## src/smbus_slave_pkg.sv

```systemverilog
// Shared constants, types and states of the SMBus slave register access block
package smbus_slave_pkg;

  localparam logic [6:0] SLAVE_ADDR = 7'h2E;
  localparam logic [6:0] ALERT_RESP_ADDR = 7'h0C;
  localparam logic DIR_READ = 1'h1;
  localparam logic [1:0] PIN_SEL_ALERT = 2'h2;

  localparam int SYS_CLK_HZ = 10_000_000;
  localparam int BUS_TIMEOUT_MS = 35;
  localparam int BUS_TIMEOUT_CYCLES = (SYS_CLK_HZ / 1000) * BUS_TIMEOUT_MS;
  localparam int TIMEOUT_CNT_W = 19;

  localparam int BYTE_W = 8;
  localparam int BIT_CNT_W = 4;
  localparam logic [BIT_CNT_W-1:0] BITS_PER_BYTE = 4'h8;
  localparam logic [BIT_CNT_W-1:0] BIT_CNT_ZERO = 4'h0;
  localparam logic [BIT_CNT_W-1:0] BIT_CNT_ONE = 4'h1;
  localparam logic [1:0] BYTE_CNT_ZERO = 2'h0;
  localparam logic [1:0] BYTE_CNT_ONE = 2'h1;
  localparam logic [1:0] BYTE_CNT_MAX = 2'h2;
  localparam logic [BYTE_W-1:0] BYTE_ZERO = 8'h00;

  // Sampled line levels and the conditions found on them
  typedef struct packed {
    logic scl;
    logic sda;
    logic scl_rise;
    logic scl_fall;
    logic sda_edge;
    logic start;
    logic stop;
  } line_events_type;

  // Port into the device's register file
  typedef struct packed {
    logic [BYTE_W-1:0] ptr;
    logic [BYTE_W-1:0] wdata;
    logic wr;
  } reg_access_type;

  typedef enum logic [2:0] {
    ST_IDLE = 3'h0,
    ST_ADDR = 3'h1,
    ST_ADDR_ACK = 3'h2,
    ST_WR_BYTE = 3'h3,
    ST_WR_ACK = 3'h4,
    ST_RD_BYTE = 3'h5,
    ST_RD_ACK = 3'h6,
    ST_IGNORE = 3'h7
  } smb_state_type;

endpackage : smbus_slave_pkg

```

## src/smbus_line_sampler.sv

```systemverilog
// Synchroniser and condition detector for the SCL and SDA lines
module smbus_line_sampler
  import smbus_slave_pkg::*;
(
  input wire logic i_sys_clk,
  input wire logic i_reset,
  input wire logic i_clk_en,
  input wire logic i_scl,
  input wire logic i_sda,
  output line_events_type o_ev
);

  logic [1:0] meta_d;
  logic [1:0] meta_q;
  logic [1:0] sync_d;
  logic [1:0] sync_q;
  logic [1:0] prev_d;
  logic [1:0] prev_q;

  always_comb begin
    meta_d = {i_scl, i_sda};
    sync_d = meta_q;
    prev_d = sync_q;
  end

  // Idle bus is high on both lines, so reset to high avoids a false start
  always_ff @(posedge i_sys_clk) begin
    if (i_reset) begin
      meta_q <= 2'h3;
      sync_q <= 2'h3;
      prev_q <= 2'h3;
    end else if (i_clk_en) begin
      meta_q <= meta_d;
      sync_q <= sync_d;
      prev_q <= prev_d;
    end
  end

  always_comb begin
    o_ev.scl = sync_q[1];
    o_ev.sda = sync_q[0];
    o_ev.scl_rise = sync_q[1] & ~prev_q[1];
    o_ev.scl_fall = ~sync_q[1] & prev_q[1];
    o_ev.sda_edge = sync_q[0] ^ prev_q[0];
    o_ev.start = sync_q[1] & prev_q[1] & ~sync_q[0] & prev_q[0];
    o_ev.stop = sync_q[1] & prev_q[1] & sync_q[0] & ~prev_q[0];
  end

endmodule : smbus_line_sampler

```

## src/smbus_slave_register_access.sv

```systemverilog
// SMBus slave: address match, pointer and register access, alert response and bus timeout
module smbus_slave_register_access
  import smbus_slave_pkg::*;
#(
  parameter int TIMEOUT_CYCLES = BUS_TIMEOUT_CYCLES
) (
  input wire logic i_sys_clk,
  input wire logic i_reset,
  input wire logic i_clk_en,
  input wire logic i_scl,
  input wire logic i_sda,
  output logic o_sda_out,
  output logic o_sda_oe,
  output reg_access_type o_reg,
  input wire logic [BYTE_W-1:0] i_reg_rd_data,
  input wire logic i_alert_condition,
  input wire logic [1:0] i_pin_function_sel,
  input wire logic i_bus_timeout_disable,
  output logic o_alert_out,
  output logic o_alert_oe
);

  line_events_type ev;

  smb_state_type state_d;
  smb_state_type state_q;
  logic [BIT_CNT_W-1:0] bit_cnt_d;
  logic [BIT_CNT_W-1:0] bit_cnt_q;
  logic [1:0] byte_cnt_d;
  logic [1:0] byte_cnt_q;
  logic [BYTE_W-1:0] shift_d;
  logic [BYTE_W-1:0] shift_q;
  logic [BYTE_W-1:0] tx_d;
  logic [BYTE_W-1:0] tx_q;
  logic rd_dir_d;
  logic rd_dir_q;
  logic ara_d;
  logic ara_q;
  logic [BYTE_W-1:0] ptr_d;
  logic [BYTE_W-1:0] ptr_q;
  logic [BYTE_W-1:0] wdata_d;
  logic [BYTE_W-1:0] wdata_q;
  logic wr_d;
  logic wr_q;
  logic sda_oe_d;
  logic sda_oe_q;
  logic alert_d;
  logic alert_q;
  logic ara_done;
  logic alert_active;
  logic timeout;
  logic [TIMEOUT_CNT_W-1:0] to_cnt_d;
  logic [TIMEOUT_CNT_W-1:0] to_cnt_q;

  localparam logic [TIMEOUT_CNT_W-1:0] TIMEOUT_LAST = TIMEOUT_CNT_W'(TIMEOUT_CYCLES - 1);
  localparam logic [TIMEOUT_CNT_W-1:0] TO_CNT_ONE = 19'h00001;
  localparam logic [TIMEOUT_CNT_W-1:0] TO_CNT_ZERO = 19'h00000;

  // Shift one sampled bit in, most significant bit first
  function automatic logic [BYTE_W-1:0] shift_bit_in(input logic [BYTE_W-1:0] cur, input logic bit_in);
    shift_bit_in = {cur[BYTE_W-2:0], bit_in};
  endfunction : shift_bit_in

  smbus_line_sampler u_sampler (
    .i_sys_clk(i_sys_clk),
    .i_reset(i_reset),
    .i_clk_en(i_clk_en),
    .i_scl(i_scl),
    .i_sda(i_sda),
    .o_ev(ev)
  );

  // The alert may only be seen, and only answered, while the pin serves as alert
  assign alert_active = alert_q & (i_pin_function_sel == PIN_SEL_ALERT);

  // Bus timeout: any line edge restarts the count, so a slow but live master is not cut off
  always_comb begin
    to_cnt_d = to_cnt_q;
    if (state_q == ST_IDLE || ev.scl_rise || ev.scl_fall || ev.sda_edge || i_bus_timeout_disable) begin
      to_cnt_d = TO_CNT_ZERO;
    end else if (to_cnt_q != TIMEOUT_LAST) begin
      to_cnt_d = to_cnt_q + TO_CNT_ONE;
    end
  end

  assign timeout = (to_cnt_q == TIMEOUT_LAST) && (state_q != ST_IDLE);

  always_ff @(posedge i_sys_clk) begin
    if (i_reset) begin
      to_cnt_q <= TO_CNT_ZERO;
    end else if (i_clk_en) begin
      to_cnt_q <= to_cnt_d;
    end
  end

  // Protocol engine
  always_comb begin
    state_d = state_q;
    bit_cnt_d = bit_cnt_q;
    byte_cnt_d = byte_cnt_q;
    shift_d = shift_q;
    tx_d = tx_q;
    rd_dir_d = rd_dir_q;
    ara_d = ara_q;
    ptr_d = ptr_q;
    wdata_d = wdata_q;
    wr_d = 1'b0;
    ara_done = 1'b0;
    if (ev.stop || timeout) begin
      state_d = ST_IDLE;
    end else if (ev.start) begin
      state_d = ST_ADDR;
      bit_cnt_d = BIT_CNT_ZERO;
      byte_cnt_d = BYTE_CNT_ZERO;
    end else begin
      unique case (state_q)
        ST_IDLE, ST_IGNORE: begin
          state_d = state_q;
        end
        ST_ADDR: begin
          if (ev.scl_rise && bit_cnt_q != BITS_PER_BYTE) begin
            shift_d = shift_bit_in(shift_q, ev.sda);
            bit_cnt_d = bit_cnt_q + BIT_CNT_ONE;
          end
          if (ev.scl_fall && bit_cnt_q == BITS_PER_BYTE) begin
            bit_cnt_d = BIT_CNT_ZERO;
            rd_dir_d = (shift_q[0] == DIR_READ);
            if (shift_q[BYTE_W-1:1] == SLAVE_ADDR) begin
              state_d = ST_ADDR_ACK;
              ara_d = 1'b0;
            end else if (shift_q[BYTE_W-1:1] == ALERT_RESP_ADDR && shift_q[0] == DIR_READ && alert_active) begin
              state_d = ST_ADDR_ACK;
              ara_d = 1'b1;
            end else begin
              state_d = ST_IGNORE;
            end
          end
        end
        ST_ADDR_ACK: begin
          if (ev.scl_fall) begin
            if (rd_dir_q) begin
              // Own address in the upper seven bits for the alert answer
              tx_d = ara_q ? {SLAVE_ADDR, 1'b0} : i_reg_rd_data;
              state_d = ST_RD_BYTE;
            end else begin
              state_d = ST_WR_BYTE;
            end
          end
        end
        ST_WR_BYTE: begin
          if (ev.scl_rise && bit_cnt_q != BITS_PER_BYTE) begin
            shift_d = shift_bit_in(shift_q, ev.sda);
            bit_cnt_d = bit_cnt_q + BIT_CNT_ONE;
          end
          if (ev.scl_fall && bit_cnt_q == BITS_PER_BYTE) begin
            bit_cnt_d = BIT_CNT_ZERO;
            byte_cnt_d = byte_cnt_q + BYTE_CNT_ONE;
            if (byte_cnt_q == BYTE_CNT_ZERO) begin
              ptr_d = shift_q;
              state_d = ST_WR_ACK;
            end else if (byte_cnt_q == BYTE_CNT_ONE) begin
              wdata_d = shift_q;
              wr_d = 1'b1;
              state_d = ST_WR_ACK;
            end else begin
              // A third byte is refused with no acknowledge
              state_d = ST_IGNORE;
            end
          end
        end
        ST_WR_ACK: begin
          if (ev.scl_fall) begin
            state_d = (byte_cnt_q == BYTE_CNT_MAX) ? ST_IGNORE : ST_WR_BYTE;
          end
        end
        ST_RD_BYTE: begin
          if (ev.scl_rise) begin
            if (tx_q[BYTE_W-1] && !ev.sda) begin
              state_d = ST_IGNORE;
            end else begin
              bit_cnt_d = bit_cnt_q + BIT_CNT_ONE;
            end
          end
          if (ev.scl_fall) begin
            if (bit_cnt_q == BITS_PER_BYTE) begin
              bit_cnt_d = BIT_CNT_ZERO;
              ara_done = ara_q;
              state_d = ST_RD_ACK;
            end else begin
              tx_d = {tx_q[BYTE_W-2:0], 1'b0};
            end
          end
        end
        ST_RD_ACK: begin
          // Exactly one byte per read, whatever the master answers
          if (ev.scl_rise) begin
            state_d = ST_IGNORE;
          end
        end
      endcase
    end
    sda_oe_d = (state_d == ST_ADDR_ACK) || (state_d == ST_WR_ACK) ||
               ((state_d == ST_RD_BYTE) && !tx_d[BYTE_W-1]);
  end

  always_ff @(posedge i_sys_clk) begin
    if (i_reset) begin
      state_q <= ST_IDLE;
      bit_cnt_q <= BIT_CNT_ZERO;
      byte_cnt_q <= BYTE_CNT_ZERO;
      shift_q <= BYTE_ZERO;
      tx_q <= BYTE_ZERO;
      rd_dir_q <= 1'b0;
      ara_q <= 1'b0;
      ptr_q <= BYTE_ZERO;
      wdata_q <= BYTE_ZERO;
      wr_q <= 1'b0;
      sda_oe_q <= 1'b0;
    end else if (i_clk_en) begin
      state_q <= state_d;
      bit_cnt_q <= bit_cnt_d;
      byte_cnt_q <= byte_cnt_d;
      shift_q <= shift_d;
      tx_q <= tx_d;
      rd_dir_q <= rd_dir_d;
      ara_q <= ara_d;
      ptr_q <= ptr_d;
      wdata_q <= wdata_d;
      wr_q <= wr_d;
      sda_oe_q <= sda_oe_d;
    end
  end

  // Alert: a live condition beats the clear from a completed alert answer
  always_comb begin
    alert_d = i_alert_condition | (alert_q & ~ara_done);
  end

  always_ff @(posedge i_sys_clk) begin
    if (i_reset) begin
      alert_q <= 1'b0;
    end else if (i_clk_en) begin
      alert_q <= alert_d;
    end
  end

  assign o_sda_out = 1'b0;
  assign o_sda_oe = sda_oe_q;
  assign o_alert_out = 1'b0;
  assign o_alert_oe = alert_active;
  assign o_reg.ptr = ptr_q;
  assign o_reg.wdata = wdata_q;
  assign o_reg.wr = wr_q;

endmodule : smbus_slave_register_access

```

## config.mk

```make
export PLATFORM = sky130hd
export DESIGN_NAME = smbus_slave_register_access
export DESIGN_NICKNAME = d
export VERILOG_FILES = /design/src/smbus_slave_pkg.sv /design/src/smbus_line_sampler.sv /design/src/smbus_slave_register_access.sv
export SDC_FILE = /design/constraint.sdc
export NUM_CORES = 1
export LEC_CHECK = 0
export BUFFER_PORTS_ARGS = -buffer_cell sky130_fd_sc_hd__clkbuf_2
export CORE_MARGIN = 5
export CORE_UTILIZATION = 30
export DETAILED_ROUTE_END_ITERATION = 8
export PLACE_DENSITY_LB_ADDON = 0.25
export SLEW_MARGIN = 20
export SYNTH_ARGS = -nofsm -noshare
export SYNTH_HDL_FRONTEND = slang
export SYNTH_SLANG_ARGS = --single-unit
```

## constraint.sdc

```tcl
create_clock -name i_sys_clk -period 1.93 [get_ports i_sys_clk]
set_input_delay 0.2895 -clock i_sys_clk [delete_from_list [all_inputs] [get_ports i_sys_clk]]
set_output_delay 0.2895 -clock i_sys_clk [all_outputs]
set_load 0.05 [all_outputs]
```

# After elaboration in Yosys (flattened, before gate mapping)

Cells that the tools add are included.

Bits in registers: 71
Input port bits: 17
Output and inout bits: 21
Word-level logic and storage cells: 151

$add $sub $neg: 3
Eq/ne operators: 24
Mux-type cells: 52
Bitwise logic cells: 19
Reduce and logical (&&, ||, !) cells: 36

Operator list:

| kind                                                            | number |
|---|---|
| 8-bit two-way mux                                               | 7 |
| 3-bit two-way mux                                               | 15 |
| 19-bit two-way mux                                              | 2 |
| 4-bit two-way mux                                               | 7 |
| 3-bit one-hot mux with 7 select lines                           | 1 |
| 19-bit by 1-bit adder with 19-bit output, second input constant | 1 |
| 19-bit == test, second input constant                           | 1 |
| 19-bit != test, second input constant                           | 1 |
| 3-bit == test, second input constant                            | 6 |
| 8-bit one-hot mux with 2 select lines                           | 1 |
| 1-bit two-way mux                                               | 13 |
| 6-bit AND reduction                                             | 2 |
| 2-bit two-way mux                                               | 5 |
| 5-bit AND reduction                                             | 2 |
| 2-bit nonzero test                                              | 5 |
| 1-bit bitwise AND                                               | 9 |
| 3-bit by 2-bit == test with 1-bit output, second input constant | 3 |
| 2-bit != test, second input constant                            | 4 |
| 1-bit inverter                                                  | 8 |
| 4-bit one-hot mux with 2 select lines                           | 1 |
| 4-bit AND reduction                                             | 2 |
| 8-bit AND reduction                                             | 1 |
| 7-bit by 4-bit == test with 1-bit output, second input constant | 1 |
| 7-bit by 6-bit == test with 1-bit output, second input constant | 1 |
| 19 further kinds                                                | 35 |

# Depth between registers and ports, before layout

Gate-level depths: netlist of run 1.

Word-level depth: 12
Depth in mapped cells: 10

# By module

Synthesis of run 1 repeated with hierarchy kept, for this count alone.

Cells, all modules: 421
Area total of the unflattened synthesis: 3,553.4 um2

Modules (own cells, without submodules):

| module                      | instances | cells an instance | area an instance (um2) | sequential area each (um2) |
|---|---|---|---|---|
| smbus_slave_register_access | 1         | 396               | 3,280.6                | 1,301.2 |
| smbus_line_sampler          | 1         | 25                | 272.8                  | 120.1 |

# Worst setup path after synthesis of run 1

No wires, ideal clock.

Path kind: reg-to-reg
From: reg to_cnt_q[0]
To: reg wdata_q[7]
Library setup time: 0.128 ns
Data arrival time: 1.988 ns
Setup slack: -0.186 ns
Stages on the path, launching flop included: 11
Buffers on the path: 2
Clock period less this slack: 2.116 ns
Path through: dfxtp_1 -> ha_1 -> and4_1 -> nand2_1 -> or3_1 -> and3_4 -> buf_8 -> nand4b_2 -> buf_6 -> mux2i_1 -> nor2_1

Word-level cells in the longest chain between the ends: 5

RTL lines:

| what                          | RTL line                           | source |
|---|---|---|
| start: declaration            | smbus_slave_register_access.sv:53  | `logic [TIMEOUT_CNT_W-1:0] to_cnt_q;` |
| start signal: assignment      | smbus_slave_register_access.sv:92  | `to_cnt_q <= to_cnt_d;` |
| 19-bit == test                | smbus_slave_register_access.sv:86  | `assign timeout = (to_cnt_q == TIMEOUT_LAST) && (state_q != ST_IDLE);` |
| 1-bit logical AND             | smbus_slave_register_access.sv:86  |  |
| 1-bit logical OR              | smbus_slave_register_access.sv:109 | `if (ev.stop \|\| timeout) begin` |
| 1-bit inverter (no line)      | -                                  |  |
| 7-bit AND reduction (no line) | -                                  |  |
| end signal: assignment        | smbus_slave_register_access.sv:228 | `wdata_q <= wdata_d;` |
| end: declaration              | smbus_slave_register_access.sv:42  | `logic [BYTE_W-1:0] wdata_q;` |

No other way between the ends.
A chain may end at the register's enable or synchronous reset.

# Worst setup path in the final report of run 1

From: reg to_cnt_q[1]
To: reg tx_q[2]

Word-level cells in the longest chain between the ends: 5

RTL lines:

| what                          | RTL line                           | source |
|---|---|---|
| 19-bit == test                | smbus_slave_register_access.sv:86  |  |
| 1-bit logical AND             | smbus_slave_register_access.sv:86  |  |
| 1-bit logical OR              | smbus_slave_register_access.sv:109 |  |
| 1-bit inverter (no line)      | -                                  |  |
| 8-bit AND reduction (no line) | -                                  |  |
| end signal: assignment        | smbus_slave_register_access.sv:224 | `tx_q <= tx_d;` |
| end: declaration              | smbus_slave_register_access.sv:34  | `logic [BYTE_W-1:0] tx_q;` |

No other way between the ends.

==> metrics.yaml, run 1 <==
floorplanning:
  die_area_sq_um: 14400
  start_util_pct: 30.4
  die_h_um: 120
  row_count: 40
  io_pins: 38
  core_sq_um: 12000
  die_w_um: 120
synth:
  yosysWarnings: 0
  synth_top_area_share_pct: 39.1
  synth_area_sq_um: 3640
  syn_inst: 409
  syn_area_per_cell_sq_um: 8.89
  ys_top_cells_by_area: "dfxtp_1 (39%), mux2i_1 (9.4%), nor2_1 (7.4%)"
  seq_area_frac_synth_pct: 39.1
  synth-main-ff-cell: "dfxtp_1"
  synth-edff-count: 0
  ys_ff_latch: 71
  synth_area_leader_cell: "dfxtp_1"
  synth.distinct_cells: 65
  ys_async_sr_fraction_pct: 0
placed_design:
  place_area_sq_um: 4490
  gp_congestion: 0.867
  port-buffer-count: 35
  hpwl_um: 6780
  place_inst: 640
timing:
  tns_ps: -272
  post-route-period-util_pct: 103
  drv_slew: 0
  finalSetupViolations: 17
  layout_min_cycle_time_ps: 1990
  fin_ws_ps: -55.7
  slew_headroom_pct: 58.9
  worst_pin_slew_ps: 616
  grt_setup_unrepaired: "yes"
  max_freq_mhz: 504
  finClkSkew_ps: 9.02
  hold_viol_final: 0
global_route:
  grtUsageTotal_pct: 13.2
  overflow: 0
  antenna_found_initial: 0
  grt_pass1_wl_um: 15100
  grt_pass1_vias: 3127
  grt_max_degree: 41
power_and_ir_drop:
  powerDensity_nw_per_um2: 703
  power_w: 0.00347
  ir_worst_vdd_mv: 0.472
  p_leak_nw: 2.19
cts:
  clock-root-buffer: "clkbuf_16"
  hold_buffers: 0
  cts_tree: "done"
  clk_latency_ps: 340
  clock-sinks: 71
  htreeDepth: 3
  cts.clk_slew.worst_paths_ps: 60
  clk_path_buf_depth: 2
  cts-buffers-inserted: 9
finish:
  drive_gt1_share_pct: 36.1
  fin_cells: 660
  synthToLayoutAreaGrowth_pct: 35.9
  finalNetCount: 531
  final_cell_area_sq_um: 4940
  n_antenna_cell: 0
  utilization_pct: 41.3
run_status:
  status: "finished with violations"
  violations: "setup timing"
drt:
  vias: 3124
  viasPerCell: 4.73
  ant_nets: 0
  first_pass_iters: 4
  post-route-drc-count: 0
  route.met3.wl_um: 305
  wl_met1_um: 4420
  wl_met2_um: 4130
  highest_layer: "met4"
  drt-initial-drc-count: 139
  wirelength_um: 9070
  detail_route.wl_per_cell_um: 13.7
hold_path:
  hp-class: "in -> reg"
setup_path:
  critical_path_arrival_ps: 2210
  critPathLaunchType: "register"
  worstPathRequired_ps: 2150
  crit_type: "reg -> reg"
  path_max_fanout: 8
  crit_path_end_kind: "register"
run:
  cap_violations: 0
==> repair_timing <==
action / CTS / global route
pin swaps: 10 / 10
setup buffers: 3 / 1
gates cloned: 0 / 0
resized for setup: 11 / 30
endpoints found under the setup margin: 42 / 46
==> cell usage in the layout, fill, tap and decap left out, types with 9 or more instances in the layout <==
| cell | netlist | routed |
|---|---|---|
| dfxtp_1 | 71 | 62 |
| xnor2_1 | 10 | 10 |
| clkbuf_16 | 0 | 9 |
| clkbuf_2 | 1 | 35 |
| mux2i_1 | 34 | 32 |
| nand3_1 | 15 | 11 |
| nand2_1 | 21 | 20 |
| nor2b_1 | 11 | 10 |
| xor2_1 | 12 | 12 |
| nor2_1 | 72 | 70 |
| dfxtp_2 | 0 | 9 |
| buf_4 | 5 | 74 |
| o21ai_0 | 14 | 10 |
==> report_power, final <==
part / internal (W) / total [W] / leakage [nW] / switching (W)
combinational: 0.000171 / 0.000377 / 1.47 / 0.000206
clock: 0.000894 / 0.00159 / 0.135 / 0.000700
sequential: 0.00149 / 0.00150 / 0.578 / 0.0000164
total: 0.00255 / 0.00347 / 2.19 / 0.000923
==> cell families (layout without fill, tap and decap cells) <==
| kind of cell | after synthesis | after routing | share of synthesized area (%) |
|---|---|---|---|
| adder cells (fa/ha/maj) | 6 | 6 | 2.06 |
| AO/OA/AOI/OAI | 53 | 53 | 10.8 |
| multiplexers | 35 | 35 | 9.67 |
| buffers and inverters | 37 | 140 | 5.16 |
| other | 1 | 2 | 0.103 |
| flip-flops | 71 | 71 | 39.1 |
| AND/OR/NAND/NOR | 184 | 184 | 27.8 |
| XOR/XNOR | 22 | 22 | 5.30 |
==> metrics by stage <==
step | hold slack, ps | setup slack (ps)
after detailed placement | 444 | -80.8
after CTS | 142 | -47.8
after floorplan | 412 | -51.0
final | 154 | -55.7
after global placement | 441 | -83.6
after global routing | 154 | -153
==> area by class of cell <==
cell class | instances | area, sq um
Inverter | 11 | 41.3
Tap cell | 147 | 184
Multi-Input combinational cell | 302 | 2200
Fill cell | 1198 | 7020
Timing Repair Buffer | 113 | 802
Clock buffer | 9 | 225
Clock inverter | 7 | 61.3
Sequential cell | 71 | 1430
==> synth_stat cells (3+ instances only) <==
cell      number
a211o_1        7
a21o_1         3
a21oi_1       10
and3_1         8
and3_4         3
buf_4          5
clkbuf_1      13
dfxtp_1       71
ha_1           6
inv_1         10
mux2i_1       34
nand2_1       21
nand2b_1       5
nand3_1       15
nand3b_1       4
nand4_1        6
nor2_1        72
nor2b_1       11
nor3_1         8
nor3b_1        3
nor4_1         5
o21ai_0       14
or3_1          3
xnor2_1       10
xor2_1        12
==> worst paths after layout <==
check                            from             endpoint  slack, ps  cells after the start
hold / removal                  i_sda  u_sampler.meta_q[0]        150                      2
setup / recovery          to_cnt_q[1]              tx_q[2]        -60                      9
hold reg to reg   u_sampler.meta_q[1]  u_sampler.prev_d[1]        460                      1
setup reg to reg          to_cnt_q[1]              tx_q[2]        -60                      9
==> flip-flops by register name, indices dropped and copies added (netlist names) <==
signal	flops
tx_q	8
shift_q	8
alert_q	1
wr_q	1
bit_cnt_q	4
wdata_q	8
ara_q	1
u_sampler.meta_q	2
rd_dir_q	1
ptr_q	8
to_cnt_q	19
state_q	3
o_sda_oe	1
u_sampler.prev_q	2
u_sampler.prev_d	2
byte_cnt_q	2
==> worst max-delay path, stage by stage, from the launching register on <==
cell and delay, ps:
dfxtp_2 350, ha_4 130, and4_4 200, nand2_2 60, or3_4 370, and3_4 240
o2111ai_4 110, buf_12 150, mux2i_2 200, nor2_1 50
==> layer usage <==
metal / GRT usage [%] / vias to the layer above
met3: 3.49 / 15
met5: 0 / -
met1: 17.0 / 1440
met4: 6.30 / 0
met2: 20.3 / 38
li1: - / 1631
No activity file was read; power rests on OpenSTA's default activity.
==> run 2: changes to the inputs <==
--- a/config.mk
+++ b/config.mk
@@ -8,6 +8,8 @@
 export BUFFER_PORTS_ARGS = -buffer_cell sky130_fd_sc_hd__clkbuf_2
 export CORE_MARGIN = 5
 export CORE_UTILIZATION = 30
+export CTS_BUF_LIST = sky130_fd_sc_hd__clkbuf_8
+export CTS_CLUSTER_DIAMETER = 120
 export DETAILED_ROUTE_END_ITERATION = 8
 export PLACE_DENSITY_LB_ADDON = 0.25
 export SLEW_MARGIN = 20
==> metrics.yaml, run 2 (synthesis results as in run 1) <==
drt:
  ant_nets: 0
  wirelength_um: 9010
  first_pass_iters: 4
  detail_route.wl_per_cell_um: 13.6
  drt-initial-drc-count: 149
  viasPerCell: 4.73
  vias: 3123
  post-route-drc-count: 0
floorplanning:
  row_count: 40
  die_area_sq_um: 14400
  start_util_pct: 30.4
  core_sq_um: 12000
  die_w_um: 120
  die_h_um: 120
  io_pins: 38
timing:
  fin_ws_ps: -53.1
  worst_pin_slew_ps: 612
  finClkSkew_ps: 12.2
  max_freq_mhz: 504
  grt_setup_unrepaired: "yes"
  slew_headroom_pct: 59.2
  hold_viol_final: 0
  layout_min_cycle_time_ps: 1980
  finalSetupViolations: 14
  drv_slew: 0
  post-route-period-util_pct: 103
finish:
  synthToLayoutAreaGrowth_pct: 33.2
  drive_gt1_share_pct: 36.3
  largest_reg_flops: 19
  fin_cells: 660
  finalNetCount: 531
  mostFrequentLayoutCells: "buf_4 (74), nor2_1 (70), dfxtp_1 (61), clkbuf_2 (35), mux2i_1 (32)"
  regMostFlops: "to_cnt_q"
  final_common_cell: "buf_4"
  utilization_pct: 40.5
  n_antenna_cell: 0
setup_path:
  path_cells: "ha_4 > and4_4 > nand2_2 > or3_4 > and3_4 > o2111ai_4 > buf_12 > mux2i_2 > nor2_1"
  crit_path_end_kind: "register"
  worstPathRequired_ps: 2190
  cpPeakStageDelay_ps: 370
  crit_type: "reg -> reg"
  cp_slowest_cell: "or3_4"
  path_max_fanout: 8
  critical_path_arrival_ps: 2240
  critPathLaunchType: "register"
power_and_ir_drop:
  ir_worst_vdd_mv: 0.340
  powerDensity_nw_per_um2: 624
  p_leak_nw: 2.14
cts:
  clock-root-buffer: "clkbuf_8"
  cts.clk_slew.worst_paths_ps: 90
  cts_tree: "done"
  clk_path_buf_depth: 2
  htreeDepth: 3
  clock-sinks: 71
  cts-buffers-inserted: 9
  clk_latency_ps: 370
placed_design:
  hpwl_um: 6780
  place_inst: 640
  gp_congestion: 0.867
  port-buffer-count: 35
run_status:
  status: "finished with violations"
  violations: "setup timing"
global_route:
  grt_pass1_wl_um: 15100
  overflow: 0
  grt_max_degree: 41
  antenna_found_initial: 0
  grtUsageTotal_pct: 13.1
  grt_pass1_vias: 3126
run:
  cap_violations: 0
hold_path:
  hp-class: "in -> reg"
-- run 2: where the power goes --
part | total, W | internal, W | switching, W
clock network | 0.00114 | 0.000490 | 0.000654
logic | 0.000376 | 0.000171 | 0.000205
registers | 0.00150 | 0.00149 | 0.0000166
total | 0.00302 | 0.00215 | 0.000876
-- run 2: critical path, delay by kind of cell, from the launching register on --
family | cells | cell delay [ps]
multiplexers | 1 | 200
AND/OR/NAND/NOR | 5 | 920
buffers and inverters | 1 | 150
adder cells (fa/ha/maj) | 1 | 130
AO/OA/AOI/OAI | 1 | 110
flip-flops | 1 | 360
-- run 2: metal layers --
| metal | share of wire, % | track usage, % | vias to the layer above |
|---|---|---|---|
| li1 | - | - | 1624 |
| met5 | 0 | 0 | - |
| met1 | 49 | 16.9 | 1447 |
| met4 | 2.3 | 6.23 | 0 |
| met2 | 45 | 20.2 | 39 |
| met3 | 3.7 | 3.58 | 13 |
-- run 2: layout make-up --
type	count	area, sq um
clock buffers	9	124
clock inverters	7	61.3
fillers	1214	7120
inverters	11	41.3
multi-input cells	302	2200
flip-flops and latches	71	1430
well taps	147	184
repair buffers	113	802
-- run 2: metrics by stage --
step	setup TNS (ps)	total power [W]	setup WS (ps)	hold slack [ps]	cell area (sq um)
2_1_floorplan	-520	0.00176	-51.0	412	3690
6_report	-206	0.00302	-53.1	124	4840
4_1_cts	-307	0.00305	-47.0	105	4740
3_3_place_gp	-1170	0.00187	-83.6	441	4490
5_1_grt	-3600	0.00317	-156	114	4840
3_5_place_dp	-1150	0.00188	-80.8	444	4490
-- run 2: worst paths after layout --
check        cells after the start           startpoint                   to  slack (ps)
max                              9          to_cnt_q[1]              tx_q[2]         -50
min                              2                i_sda  u_sampler.meta_q[0]         120
max reg2reg                      9          to_cnt_q[1]              tx_q[2]         -50
min reg2reg                      1  u_sampler.meta_q[1]  u_sampler.prev_d[1]         460
-- run 2: what timing repair did --
action                                  4_1_cts  5_1_grt
endpoints found under the setup margin       42       47
gates resized for setup                      13       28
pin swaps                                    10       10
hold buffers                                  0        0
cloned                                        0        0
setup buffers                                 3        1
